$ cat src/shared/lcs_pkg.sv
package lcs_pkg;

	// Clock rate
	localparam int CLK_MHZ = 200;

	// Timer prescaler: one tick per second
	localparam int TICK_TIME_MS = 1000;
	localparam int TICK_CYCLES_DEF = TICK_TIME_MS * 1000 * CLK_MHZ;
	localparam int TICK_W = 28;

	// Supply glitch filter time
	localparam int GLITCH_TIME_US = 10;
	localparam int GLITCH_CYCLES = GLITCH_TIME_US * CLK_MHZ;
	localparam int GLITCH_W = 12;

	// Charge timer settings
	localparam int SEC_W = 15;
	localparam logic [SEC_W-1:0] SEC_PER_HOUR = 15'h0e10;
	localparam logic [2:0] INT_TIMER_HOURS = 3'h3;
	localparam int PRECHARGE_SHIFT = 2;

	// Reset values
	localparam logic [2:0] SYNC_RST = 3'h0;
	localparam logic [GLITCH_W-1:0] GLITCH_RST = 12'h000;
	localparam logic [TICK_W-1:0] TICK_RST = 28'h0000000;
	localparam logic [SEC_W-1:0] SEC_RST = 15'h0000;

	// Constant-voltage target selection
	typedef enum logic [1:0] {
		LCS_CV_4V1,
		LCS_CV_4V2,
		LCS_CV_ADJ
	} lcs_cv_t;

	// Charge sequencer states
	typedef enum logic [2:0] {
		LCS_OFF,
		LCS_LDO,
		LCS_PRECHARGE,
		LCS_FAST,
		LCS_CV,
		LCS_TERM_HOLD,
		LCS_MONITOR,
		LCS_PRE_FAULT
	} lcs_state_t;

	// Raw pin and comparator levels, synchronised as a bundle
	typedef struct packed {
		logic vcc_above_uvlo;
		logic thermistor_disable;
		logic thermistor_force_enable;
		logic thermistor_hot;
		logic thermistor_cold;
		logic battery_present_bar;
		logic vprog_high;
		logic vprog_resistor;
		logic timer_tied_supply;
		logic timer_grounded;
		logic [2:0] timer_program_hours;
		logic vout_above_precondition;
		logic vout_at_cv;
		logic iout_below_termination;
		logic vout_below_recharge;
	} lcs_pins_t;

	// Seconds for a timer setting in hours
	function automatic logic [SEC_W-1:0] lcs_hours_to_sec(input logic [2:0] hours);
		logic [SEC_W+2:0] prod;
		prod = {15'h0000, hours} * {3'h0, SEC_PER_HOUR};
		return prod[SEC_W-1:0];
	endfunction : lcs_hours_to_sec

endpackage : lcs_pkg

$ cat src/shared/lcs_timer_if.sv
`timescale 1ns/1ps
interface lcs_timer_if;
	import lcs_pkg::*;
	logic run;
	logic clear;
	logic [2:0] hours;
	logic expired;
	logic pre_expired;
	logic blink;

	modport ctrl (output run, output clear, output hours, input expired, input pre_expired, input blink);
	modport timer (input run, input clear, input hours, output expired, output pre_expired, output blink);
endinterface : lcs_timer_if

$ cat src/lcs_charge_timer.sv
`timescale 1ns/1ps
module lcs_charge_timer
	import lcs_pkg::*;
#(
	parameter int TICK_CYCLES = TICK_CYCLES_DEF
)
(
	// Clock and reset
	input wire logic clock_i,
	input wire logic rst_i,
	// Sequencer side
	lcs_timer_if.timer tmr
);

	logic [TICK_W-1:0] presc_r;
	logic tick_r;
	logic [SEC_W-1:0] elapsed_r;
	logic [2:0] blink_cnt_r;
	logic blink_r;
	logic [SEC_W-1:0] total_sec;

	always_ff @(posedge clock_i)
	begin
		if (rst_i || presc_r == TICK_W'(TICK_CYCLES - 1))
		begin
			presc_r <= TICK_RST;
		end
		else
		begin
			presc_r <= presc_r + 28'h0000001;
		end
		tick_r <= !rst_i && presc_r == TICK_W'(TICK_CYCLES - 1);
	end

	// counts only while running, so a pause keeps the count
	always_ff @(posedge clock_i)
	begin
		if (rst_i || tmr.clear)
		begin
			elapsed_r <= SEC_RST;
		end
		else if (tmr.run && tick_r && elapsed_r != {SEC_W{1'b1}})
		begin
			elapsed_r <= elapsed_r + 15'h0001;
		end
	end

	// blink half-period grows with the timer setting
	always_ff @(posedge clock_i)
	begin
		if (rst_i)
		begin
			blink_cnt_r <= SYNC_RST;
			blink_r <= 1'b0;
		end
		else if (tick_r)
		begin
			if (blink_cnt_r + 3'h1 >= tmr.hours)
			begin
				blink_cnt_r <= SYNC_RST;
				blink_r <= !blink_r;
			end
			else
			begin
				blink_cnt_r <= blink_cnt_r + 3'h1;
			end
		end
	end

	assign total_sec = lcs_hours_to_sec(tmr.hours);
	assign tmr.expired = elapsed_r >= total_sec;
	// pre-charge limit is a quarter of the total
	assign tmr.pre_expired = elapsed_r >= (total_sec >> PRECHARGE_SHIFT);
	assign tmr.blink = blink_r;

endmodule : lcs_charge_timer

$ cat src/lcs_charge_sequencer.sv
`timescale 1ns/1ps
// Overview of operation
// - Voltage-program pin picks 4.1V, 4.2V or adjust
// - Enable pin high enables, low disables, mid monitors
// - Present-bar high gives LDO, no pre-charge/timer
// - Charging indicator low above termination current
// - Charger-present indicator low above supply threshold
// - Timer pin selects internal, programmed or disabled
// - Filtered supply above threshold starts charge cycle
// - Pre-charge below 2.8V, fast-charge above
// - Reaching final voltage switches to constant voltage
// - Timed termination holds CV until expiry
// - Monitor restarts charge on recharge droop
// - Untimed termination turns output off immediately
// - Pre-charge over quarter time faults, blinks
// - Fault cleared by disable, supply cycle, 2.8V
// - Recharge clears and restarts the charge timer
// - Temperature fault suspends, pauses timer, blinks
// - Disable turns off, resets timer, releases indicator
module lcs_charge_sequencer
	import lcs_pkg::*;
#(
	parameter int TICK_CYCLES = TICK_CYCLES_DEF
)
(
	// Clock and reset
	input wire logic clock_i,
	input wire logic rst_i,
	// Supply and enable/thermistor comparators
	input wire logic vcc_above_uvlo_i,
	input wire logic thermistor_disable_i,
	input wire logic thermistor_force_enable_i,
	input wire logic thermistor_hot_i,
	input wire logic thermistor_cold_i,
	// Mode selection pins
	input wire logic battery_present_bar_i,
	input wire logic vprog_high_i,
	input wire logic vprog_resistor_i,
	input wire logic timer_tied_supply_i,
	input wire logic timer_grounded_i,
	input wire logic [2:0] timer_program_hours_i,
	// Output voltage and current comparators
	input wire logic vout_above_precondition_i,
	input wire logic vout_at_cv_i,
	input wire logic iout_below_termination_i,
	input wire logic vout_below_recharge_i,
	// Open-drain charging indicator
	input wire logic charging_indicator_n_i,
	output logic charging_indicator_n_o,
	output logic charging_indicator_n_oe_n_o,
	// Open-drain charger-present indicator
	input wire logic charger_present_indicator_n_i,
	output logic charger_present_indicator_n_o,
	output logic charger_present_indicator_n_oe_n_o,
	// Analog regulator controls
	output logic output_on_o,
	output logic precharge_mode_o,
	output logic fast_mode_o,
	output logic cv_mode_o,
	output lcs_cv_t constant_voltage_target_o,
	output logic precharge_fault_o
);

	lcs_pins_t raw;
	lcs_pins_t sync1_r;
	lcs_pins_t sync2_r;
	logic [GLITCH_W-1:0] glitch_cnt_r;
	logic supply_ok_r;
	lcs_state_t state_r;
	lcs_state_t state_nxt;
	logic timer_clear_r;
	logic timer_en;
	logic temp_fault;
	logic charging;
	logic blink_state;
	lcs_timer_if tif ();

	// The indicator pin levels are not needed by the sequencer
	logic unused_pins;
	assign unused_pins = charging_indicator_n_i ^ charger_present_indicator_n_i;

	assign raw = '{vcc_above_uvlo: vcc_above_uvlo_i, thermistor_disable: thermistor_disable_i,
		thermistor_force_enable: thermistor_force_enable_i, thermistor_hot: thermistor_hot_i,
		thermistor_cold: thermistor_cold_i, battery_present_bar: battery_present_bar_i,
		vprog_high: vprog_high_i, vprog_resistor: vprog_resistor_i,
		timer_tied_supply: timer_tied_supply_i, timer_grounded: timer_grounded_i,
		timer_program_hours: timer_program_hours_i, vout_above_precondition: vout_above_precondition_i,
		vout_at_cv: vout_at_cv_i, iout_below_termination: iout_below_termination_i,
		vout_below_recharge: vout_below_recharge_i};

	// Two-stage synchroniser for every pin level
	always_ff @(posedge clock_i)
	begin
		if (rst_i)
		begin
			sync1_r <= '0;
			sync2_r <= '0;
		end
		else
		begin
			sync1_r <= raw;
			sync2_r <= sync1_r;
		end
	end

	// supply must stay high for the filter time; a drop acts at once
	always_ff @(posedge clock_i)
	begin
		if (rst_i || !sync2_r.vcc_above_uvlo)
		begin
			glitch_cnt_r <= GLITCH_RST;
			supply_ok_r <= 1'b0;
		end
		else if (glitch_cnt_r == GLITCH_W'(GLITCH_CYCLES - 1))
		begin
			supply_ok_r <= 1'b1;
		end
		else
		begin
			glitch_cnt_r <= glitch_cnt_r + 12'h001;
		end
	end

	// mid-range levels outside the safe window are a temperature fault
	assign temp_fault = !sync2_r.thermistor_disable && !sync2_r.thermistor_force_enable &&
		(sync2_r.thermistor_hot || sync2_r.thermistor_cold);
	// timer is off in LDO mode; grounded pin disables it
	assign timer_en = !sync2_r.timer_grounded && !sync2_r.battery_present_bar;
	assign charging = state_r == LCS_PRECHARGE || state_r == LCS_FAST || state_r == LCS_CV;

	// Timer hookup
	assign tif.clear = timer_clear_r;
	// timer pauses while the temperature is out of range
	assign tif.run = timer_en && !temp_fault && (charging || state_r == LCS_TERM_HOLD);
	// internal rate when tied to supply or disabled
	assign tif.hours = (sync2_r.timer_tied_supply || sync2_r.timer_grounded) ? INT_TIMER_HOURS
		: sync2_r.timer_program_hours;

	lcs_charge_timer #(
		.TICK_CYCLES(TICK_CYCLES)
	) u_timer (
		.clock_i(clock_i),
		.rst_i(rst_i),
		.tmr(tif.timer)
	);

	// Next state of the charge sequence
	always_comb
	begin
		state_nxt = state_r;
		unique case (state_r)
			LCS_OFF, LCS_LDO, LCS_MONITOR:
			begin
				if (state_r == LCS_LDO && !sync2_r.battery_present_bar)
				begin
					state_nxt = LCS_OFF;
				end
				// LDO mode bypasses the charge sequence
				else if (state_r == LCS_OFF && sync2_r.battery_present_bar)
				begin
					state_nxt = LCS_LDO;
				end
				else if (state_r == LCS_OFF || (state_r == LCS_MONITOR && sync2_r.vout_below_recharge))
				begin
					state_nxt = sync2_r.vout_above_precondition ? LCS_FAST : LCS_PRECHARGE;
				end
			end
			LCS_PRECHARGE:
			begin
				if (sync2_r.vout_above_precondition)
				begin
					state_nxt = LCS_FAST;
				end
				// pre-charge too long; a count still being cleared is stale
				else if (timer_en && tif.pre_expired && !timer_clear_r)
				begin
					state_nxt = LCS_PRE_FAULT;
				end
			end
			LCS_PRE_FAULT:
			begin
				// fault clears when output rises above 2.8V
				if (sync2_r.vout_above_precondition)
				begin
					state_nxt = LCS_FAST;
				end
			end
			LCS_FAST:
			begin
				// move to constant voltage at target
				if (sync2_r.vout_at_cv)
				begin
					state_nxt = LCS_CV;
				end
			end
			LCS_CV:
			begin
				// timed hold; untimed stop at once
				if (sync2_r.iout_below_termination)
				begin
					state_nxt = timer_en ? LCS_TERM_HOLD : LCS_MONITOR;
				end
			end
			LCS_TERM_HOLD:
			begin
				// a timer switched off while holding ends the hold at once
				state_nxt = timer_en ? LCS_TERM_HOLD : LCS_MONITOR;
			end
		endcase
		// expiry ends any timed charge; the old count is ignored while a restart clears it
		if (timer_en && tif.expired && !timer_clear_r && (charging || state_r == LCS_TERM_HOLD) &&
			state_nxt != LCS_PRE_FAULT)
		begin
			state_nxt = LCS_MONITOR;
		end
		// Leaving charge mode for LDO at any time
		if (state_r != LCS_OFF && state_r != LCS_LDO && sync2_r.battery_present_bar)
		begin
			state_nxt = LCS_LDO;
		end
	end

	// lockout and disable hold the state in LCS_OFF; disable stops charging
	always_ff @(posedge clock_i)
	begin
		if (rst_i || !supply_ok_r || sync2_r.thermistor_disable)
		begin
			state_r <= LCS_OFF;
		end
		else
		begin
			state_r <= state_nxt;
		end
	end

	// restart clears the timer; disable and lockout clear it too
	always_ff @(posedge clock_i)
	begin
		timer_clear_r <= rst_i || !supply_ok_r || sync2_r.thermistor_disable || state_r == LCS_OFF ||
			(state_r == LCS_MONITOR && state_nxt != LCS_MONITOR);
	end

	// Blink for temperature or pre-charge fault
	assign blink_state = (temp_fault && (charging || state_r == LCS_TERM_HOLD)) || state_r == LCS_PRE_FAULT;

	// Registered analog controls
	always_ff @(posedge clock_i)
	begin
		if (rst_i)
		begin
			output_on_o <= 1'b0;
			precharge_mode_o <= 1'b0;
			fast_mode_o <= 1'b0;
			cv_mode_o <= 1'b0;
			precharge_fault_o <= 1'b0;
			constant_voltage_target_o <= LCS_CV_4V1;
		end
		else
		begin
			// output off during a temperature fault
			output_on_o <= !temp_fault && (charging || state_r == LCS_TERM_HOLD || state_r == LCS_LDO);
			precharge_mode_o <= state_r == LCS_PRECHARGE;
			fast_mode_o <= state_r == LCS_FAST;
			cv_mode_o <= state_r == LCS_CV || state_r == LCS_TERM_HOLD || state_r == LCS_LDO;
			precharge_fault_o <= state_r == LCS_PRE_FAULT;
			constant_voltage_target_o <= sync2_r.vprog_resistor ? LCS_CV_ADJ :
				(sync2_r.vprog_high ? LCS_CV_4V2 : LCS_CV_4V1);
		end
	end

	// Open-drain indicators: data always low, enable low means driven
	always_ff @(posedge clock_i)
	begin
		charging_indicator_n_o <= 1'b0;
		charger_present_indicator_n_o <= 1'b0;
		if (rst_i)
		begin
			charging_indicator_n_oe_n_o <= 1'b1;
			charger_present_indicator_n_oe_n_o <= 1'b1;
		end
		else
		begin
			// present while the filtered supply is good
			charger_present_indicator_n_oe_n_o <= !supply_ok_r;
			if (blink_state)
			begin
				charging_indicator_n_oe_n_o <= !tif.blink;
			end
			else
			begin
				// low while current above termination; released when off
				charging_indicator_n_oe_n_o <= !((charging || state_r == LCS_LDO) && !sync2_r.iout_below_termination);
			end
		end
	end

endmodule : lcs_charge_sequencer

$ cat config.mk
export PLATFORM = sky130hd
export DESIGN_NAME = lcs_charge_sequencer
export DESIGN_NICKNAME = d
export VERILOG_FILES = /design/src/shared/lcs_pkg.sv /design/src/shared/lcs_timer_if.sv /design/src/lcs_charge_timer.sv /design/src/lcs_charge_sequencer.sv
export SDC_FILE = /design/constraint.sdc
export NUM_CORES = 1
export LEC_CHECK = 0
export ABC_CLOCK_PERIOD_IN_PS = 5400
export BUFFER_PORTS_ARGS = -buffer_cell sky130_fd_sc_hd__buf_2
export CAP_MARGIN = 0
export CORE_UTILIZATION = 55
export DETAILED_ROUTE_END_ITERATION = 7
export PLACE_DENSITY = 0.73
export SLEW_MARGIN = 20
export SYNTH_ARGS = -nofsm -noshare
export SYNTH_HDL_FRONTEND = slang
export SYNTH_HIERARCHICAL = 1
export SYNTH_SLANG_ARGS = --single-unit
$ cat constraint.sdc
create_clock -name clock_i -period 5.4 [get_ports clock_i]
set_clock_uncertainty 0.2 [all_clocks]
set_input_delay 1.35 -clock clock_i [delete_from_list [all_inputs] [get_ports clock_i]]
set_output_delay 1.35 -clock clock_i [all_outputs]
set_load 0.005 [all_outputs]
==> results.sh <==
export IMPL_leakagePower_nw=2.10
export IMPL_reg2reg_to="tif.clear"
export IMPL_routed_wl_mm=8.66
export IMPL_synth_area_per_cell_sq_um=9.23
export IMPL_post_route_min_period_ns=4.99
export IMPL_ys_flop_type="dfxtp_1"
export IMPL_powerDensity_nw_per_um2=252
export IMPL_rsz0062_at_grt="no"
export IMPL_cp_slowest_stage_delay_ns=0.52
export IMPL_max_freq_mhz=200
export IMPL_dpl_hpwl_mm=6.20
export IMPL_pwr_share_clk_pct=33.8
export IMPL_violations="design-rule violations"
export IMPL_rows=34
export IMPL_start_kind="register"
export IMPL_firstDrtPassIters=6
export IMPL_synth_top_area_share_pct=43.0
export IMPL_hp_start="sync2_r[9]"
export IMPL_crit_path_max_fanout=7
export IMPL_power_frac_comb_pct=6.3
export IMPL_synth_cell_type_count=61
export IMPL_synth_ff_latch_count=108
export IMPL_drv_cap=0
export IMPL_ant_nets=0
export IMPL_cellInternalPower_mw=1.02
export IMPL_die_width_microns=97.6
export IMPL_ios=32
export IMPL_cts_htree_levels=3
export IMPL_status="complete, but fails checks"
export IMPL_gp_congestion=0.829
export IMPL_holdPathStages=1
export IMPL_clk_latency_ns=0.36
export IMPL_drive_gt1_share_pct=10.8
export IMPL_cts_root_buf="clkbuf_8"
export IMPL_synthToLayoutAreaGrowth_pct=7.49
export IMPL_post_route_period_util_pct=92.4
export IMPL_ys_warn_count=6
export IMPL_grt_pass1_vias=3509
export IMPL_grt_pass1_wl_mm=15.5
export IMPL_cts_resized=0
export IMPL_ys_seq_area_share_pct=43.0
export IMPL_die_h_microns=97.6
export IMPL_drtIter0Drc=92
export IMPL_final_seq_area_sq_um=2160
export IMPL_tns_ns=0
export IMPL_n_antenna_cell=0
export IMPL_worstMarginPinSlew_ns=1.07
export IMPL_routedWlPerCell_microns=12.7
export IMPL_crit_type="reg2reg"
export IMPL_crit_required_ns=5.44
export IMPL_finalNetCount=620
export IMPL_cts_hold_buf=0
export IMPL_ir_worst_vdd_mv=0.133
export IMPL_crit_chain="nor3b_1 > inv_1 > fa_1 > inv_1 > ha_1 > fa_1 > inv_1 > ha_1 > a21oi_1 > o21ai_0 > a21o_1 > maj3_1 > a2111o_1 > nor4b_4 > o31ai_1 > a22oi_1 > o2111ai_1 > a41oi_2"
export IMPL_grt_max_degree=30
export IMPL_p_sw_share_pct=25.0
export IMPL_cts_tree="yes"
export IMPL_clock_sinks=108
export IMPL_cp_end_kind="register"
export IMPL_syn_area_sq_um=5030
export IMPL_cp_arrival_ns=5.03
export IMPL_reg2reg_slack_ns=0.41
export IMPL_cts_buffers=9
export IMPL_viasPerCell=5.34
export IMPL_finalPower_mw=1.36
export IMPL_clk_pin_slew_ns=0.11
export IMPL_post_synth_top_area_cell="dfxtp_1"
export IMPL_fill_cells=778
export IMPL_portBuffers=27
export IMPL_dieArea_sq_um=9530
export IMPL_synthCells=545
export IMPL_reg2reg_depth=18
export IMPL_vias=3628
export IMPL_relSlewSlack_pct=28.0
export IMPL_slew_viol_final=0
export IMPL_hold_class="reg2reg"
export IMPL_hold_viol=0
export IMPL_multiInputGateArea_sq_um=2690
export IMPL_clockBufferDepth=2
export IMPL_power_switching_uw=340
export IMPL_ys_async_sr_fraction_pct=0
export IMPL_synth_edf_count=0
export IMPL_synthTopCellsByArea="dfxtp_1, ha_1, nor2b_1"
export IMPL_seqPwrFrac_pct=59.9
export IMPL_drcViolationCount=4
export IMPL_antenna_found_initial=0
export IMPL_initial_utilization_pct=57.1
export IMPL_grtUsageTotal_pct=19.7
export IMPL_critPathMostFrequentCell="inv_1"
export IMPL_grt_overflow=0
export IMPL_min_to="constant_voltage_target_o[0]"
export IMPL_rr_startpoint="sync2_r[7]"
export IMPL_postCtsSetupBuffers=0
export IMPL_setup_viol=0
export IMPL_core_sq_um=8810
export IMPL_slowest_stage="fa_1"
## state kept, by name, summed over array words and instances (netlist names), 2 cells and up
register / count
state_r: 3
sync2_r: 17
constant_voltage_target_o: 2
u_timer/elapsed_r: 15
u_timer/blink_cnt_r: 3
u_timer/presc_r: 28
glitch_cnt_r: 12
sync1_r: 17
## Yosys cell counts (3+ instances only)
library cell  count
and4_1            4
nor2b_1          41
and3_1           11
nor4_1            6
or3_1             8
nor4b_1           3
nand2b_1          8
buf_2             4
nor2_1           66
xor2_1           23
nand4_1          13
inv_1            23
or2_2             3
clkbuf_1         11
nor3_1           15
a2111oi_0         4
a21oi_1          17
nand3_1          20
ha_1             29
a21o_1            3
fa_1              3
o21ai_0          17
nand2_1          33
nor3b_1           5
dfxtp_1         108
xnor2_1          22
## power by group through the flow
stage	combinational, mW	sequential (mW)	clock (mW)
final	0.0857	0.818	0.461
after global routing	0.100	0.820	0.503
after floorplan	0.0675	0.834	0
after CTS	0.0868	0.818	0.477
after global placement	0.0839	0.836	0
after detailed placement	0.0862	0.836	0
## kinds of logic after synthesis
family | share of synthesized area [%]
multiplexers | 0.398
AND/OR/NAND/NOR | 27.7
flip-flops | 43.0
XOR/XNOR | 7.84
other | 0.0746
adder cells (fa/ha/maj) | 8.61
AO/OA/AOI/OAI | 8.71
buffers and inverters | 3.68
## cells in the final DEF (no fill, tap or decap), types with 3 or more instances in the layout
cell type | synthesis | final
dfxtp_1 | 108 | 108
nor2_1 | 66 | 66
nor2b_1 | 41 | 41
nand2_1 | 33 | 33
ha_1 | 29 | 29
buf_2 | 4 | 27
inv_1 | 23 | 23
xor2_1 | 23 | 23
xnor2_1 | 22 | 22
nand3_1 | 20 | 20
a21oi_1 | 17 | 17
o21ai_0 | 17 | 17
nor3_1 | 15 | 15
nand4_1 | 13 | 13
and3_1 | 11 | 11
clkbuf_8 | 0 | 9
or3_1 | 8 | 8
nand2b_1 | 8 | 8
nor4_1 | 6 | 6
nor3b_1 | 5 | 5
a2111oi_0 | 4 | 4
and4_1 | 4 | 4
or2_2 | 3 | 3
nor4b_1 | 3 | 3
a21o_1 | 3 | 3
fa_1 | 3 | 3
## routing by layer
| metal | vias up | track usage [%] | wire [microns] |
|---|---|---|---|
| met5 | - | 0 | 0 |
| met4 | 0 | 6.88 | 105 |
| met3 | 12 | 4.39 | 194 |
| met2 | 40 | 33.6 | 4160 |
| met1 | 1656 | 24.3 | 4200 |
| li1 | 1920 | - | - |
## stage by stage
stage	hold WS (ns)	cells	util, %	area, sq um	setup WS [ns]
2_1_floorplan	0.183	546	-	5030	0.884
3_3_place_gp	0.194	664	59.3	5220	0.563
3_5_place_dp	0.198	664	59.3	5220	0.464
4_1_cts	0.220	680	61.4	5410	0.448
5_1_grt	0.257	680	61.4	5410	0.00468
6_report	0.222	680	61.4	5410	0.410
## critical path, delay by kind of cell, from the launching register on
family / cells / cell delay [ns]
compound gates: 8 / 1.51
simple gates: 2 / 0.58
fa+ha+maj: 5 / 1.85
buf+inv: 3 / 0.34
flops: 1 / 0.40
## area by class of cell
cell class                 count  area share, %
multi-input combinational    396           49.7
clock buffer                   9           2.29
clock inverter                 7           1.16
inverter                      23           1.60
sequential                   108           40.0
timing repair buffer          29           2.78
tap                          108           2.50
## how the worst max path moves through the flow
stage                          start   endpoint
after floorplan           sync2_r[7]  tif.clear
after global placement    sync2_r[7]  tif.clear
after detailed placement  sync2_r[7]  tif.clear
after CTS                 sync2_r[7]  tif.clear
after global routing      sync2_r[7]  tif.clear
final                     sync2_r[7]  tif.clear
Note: power is estimated with default switching activity, not from simulation.
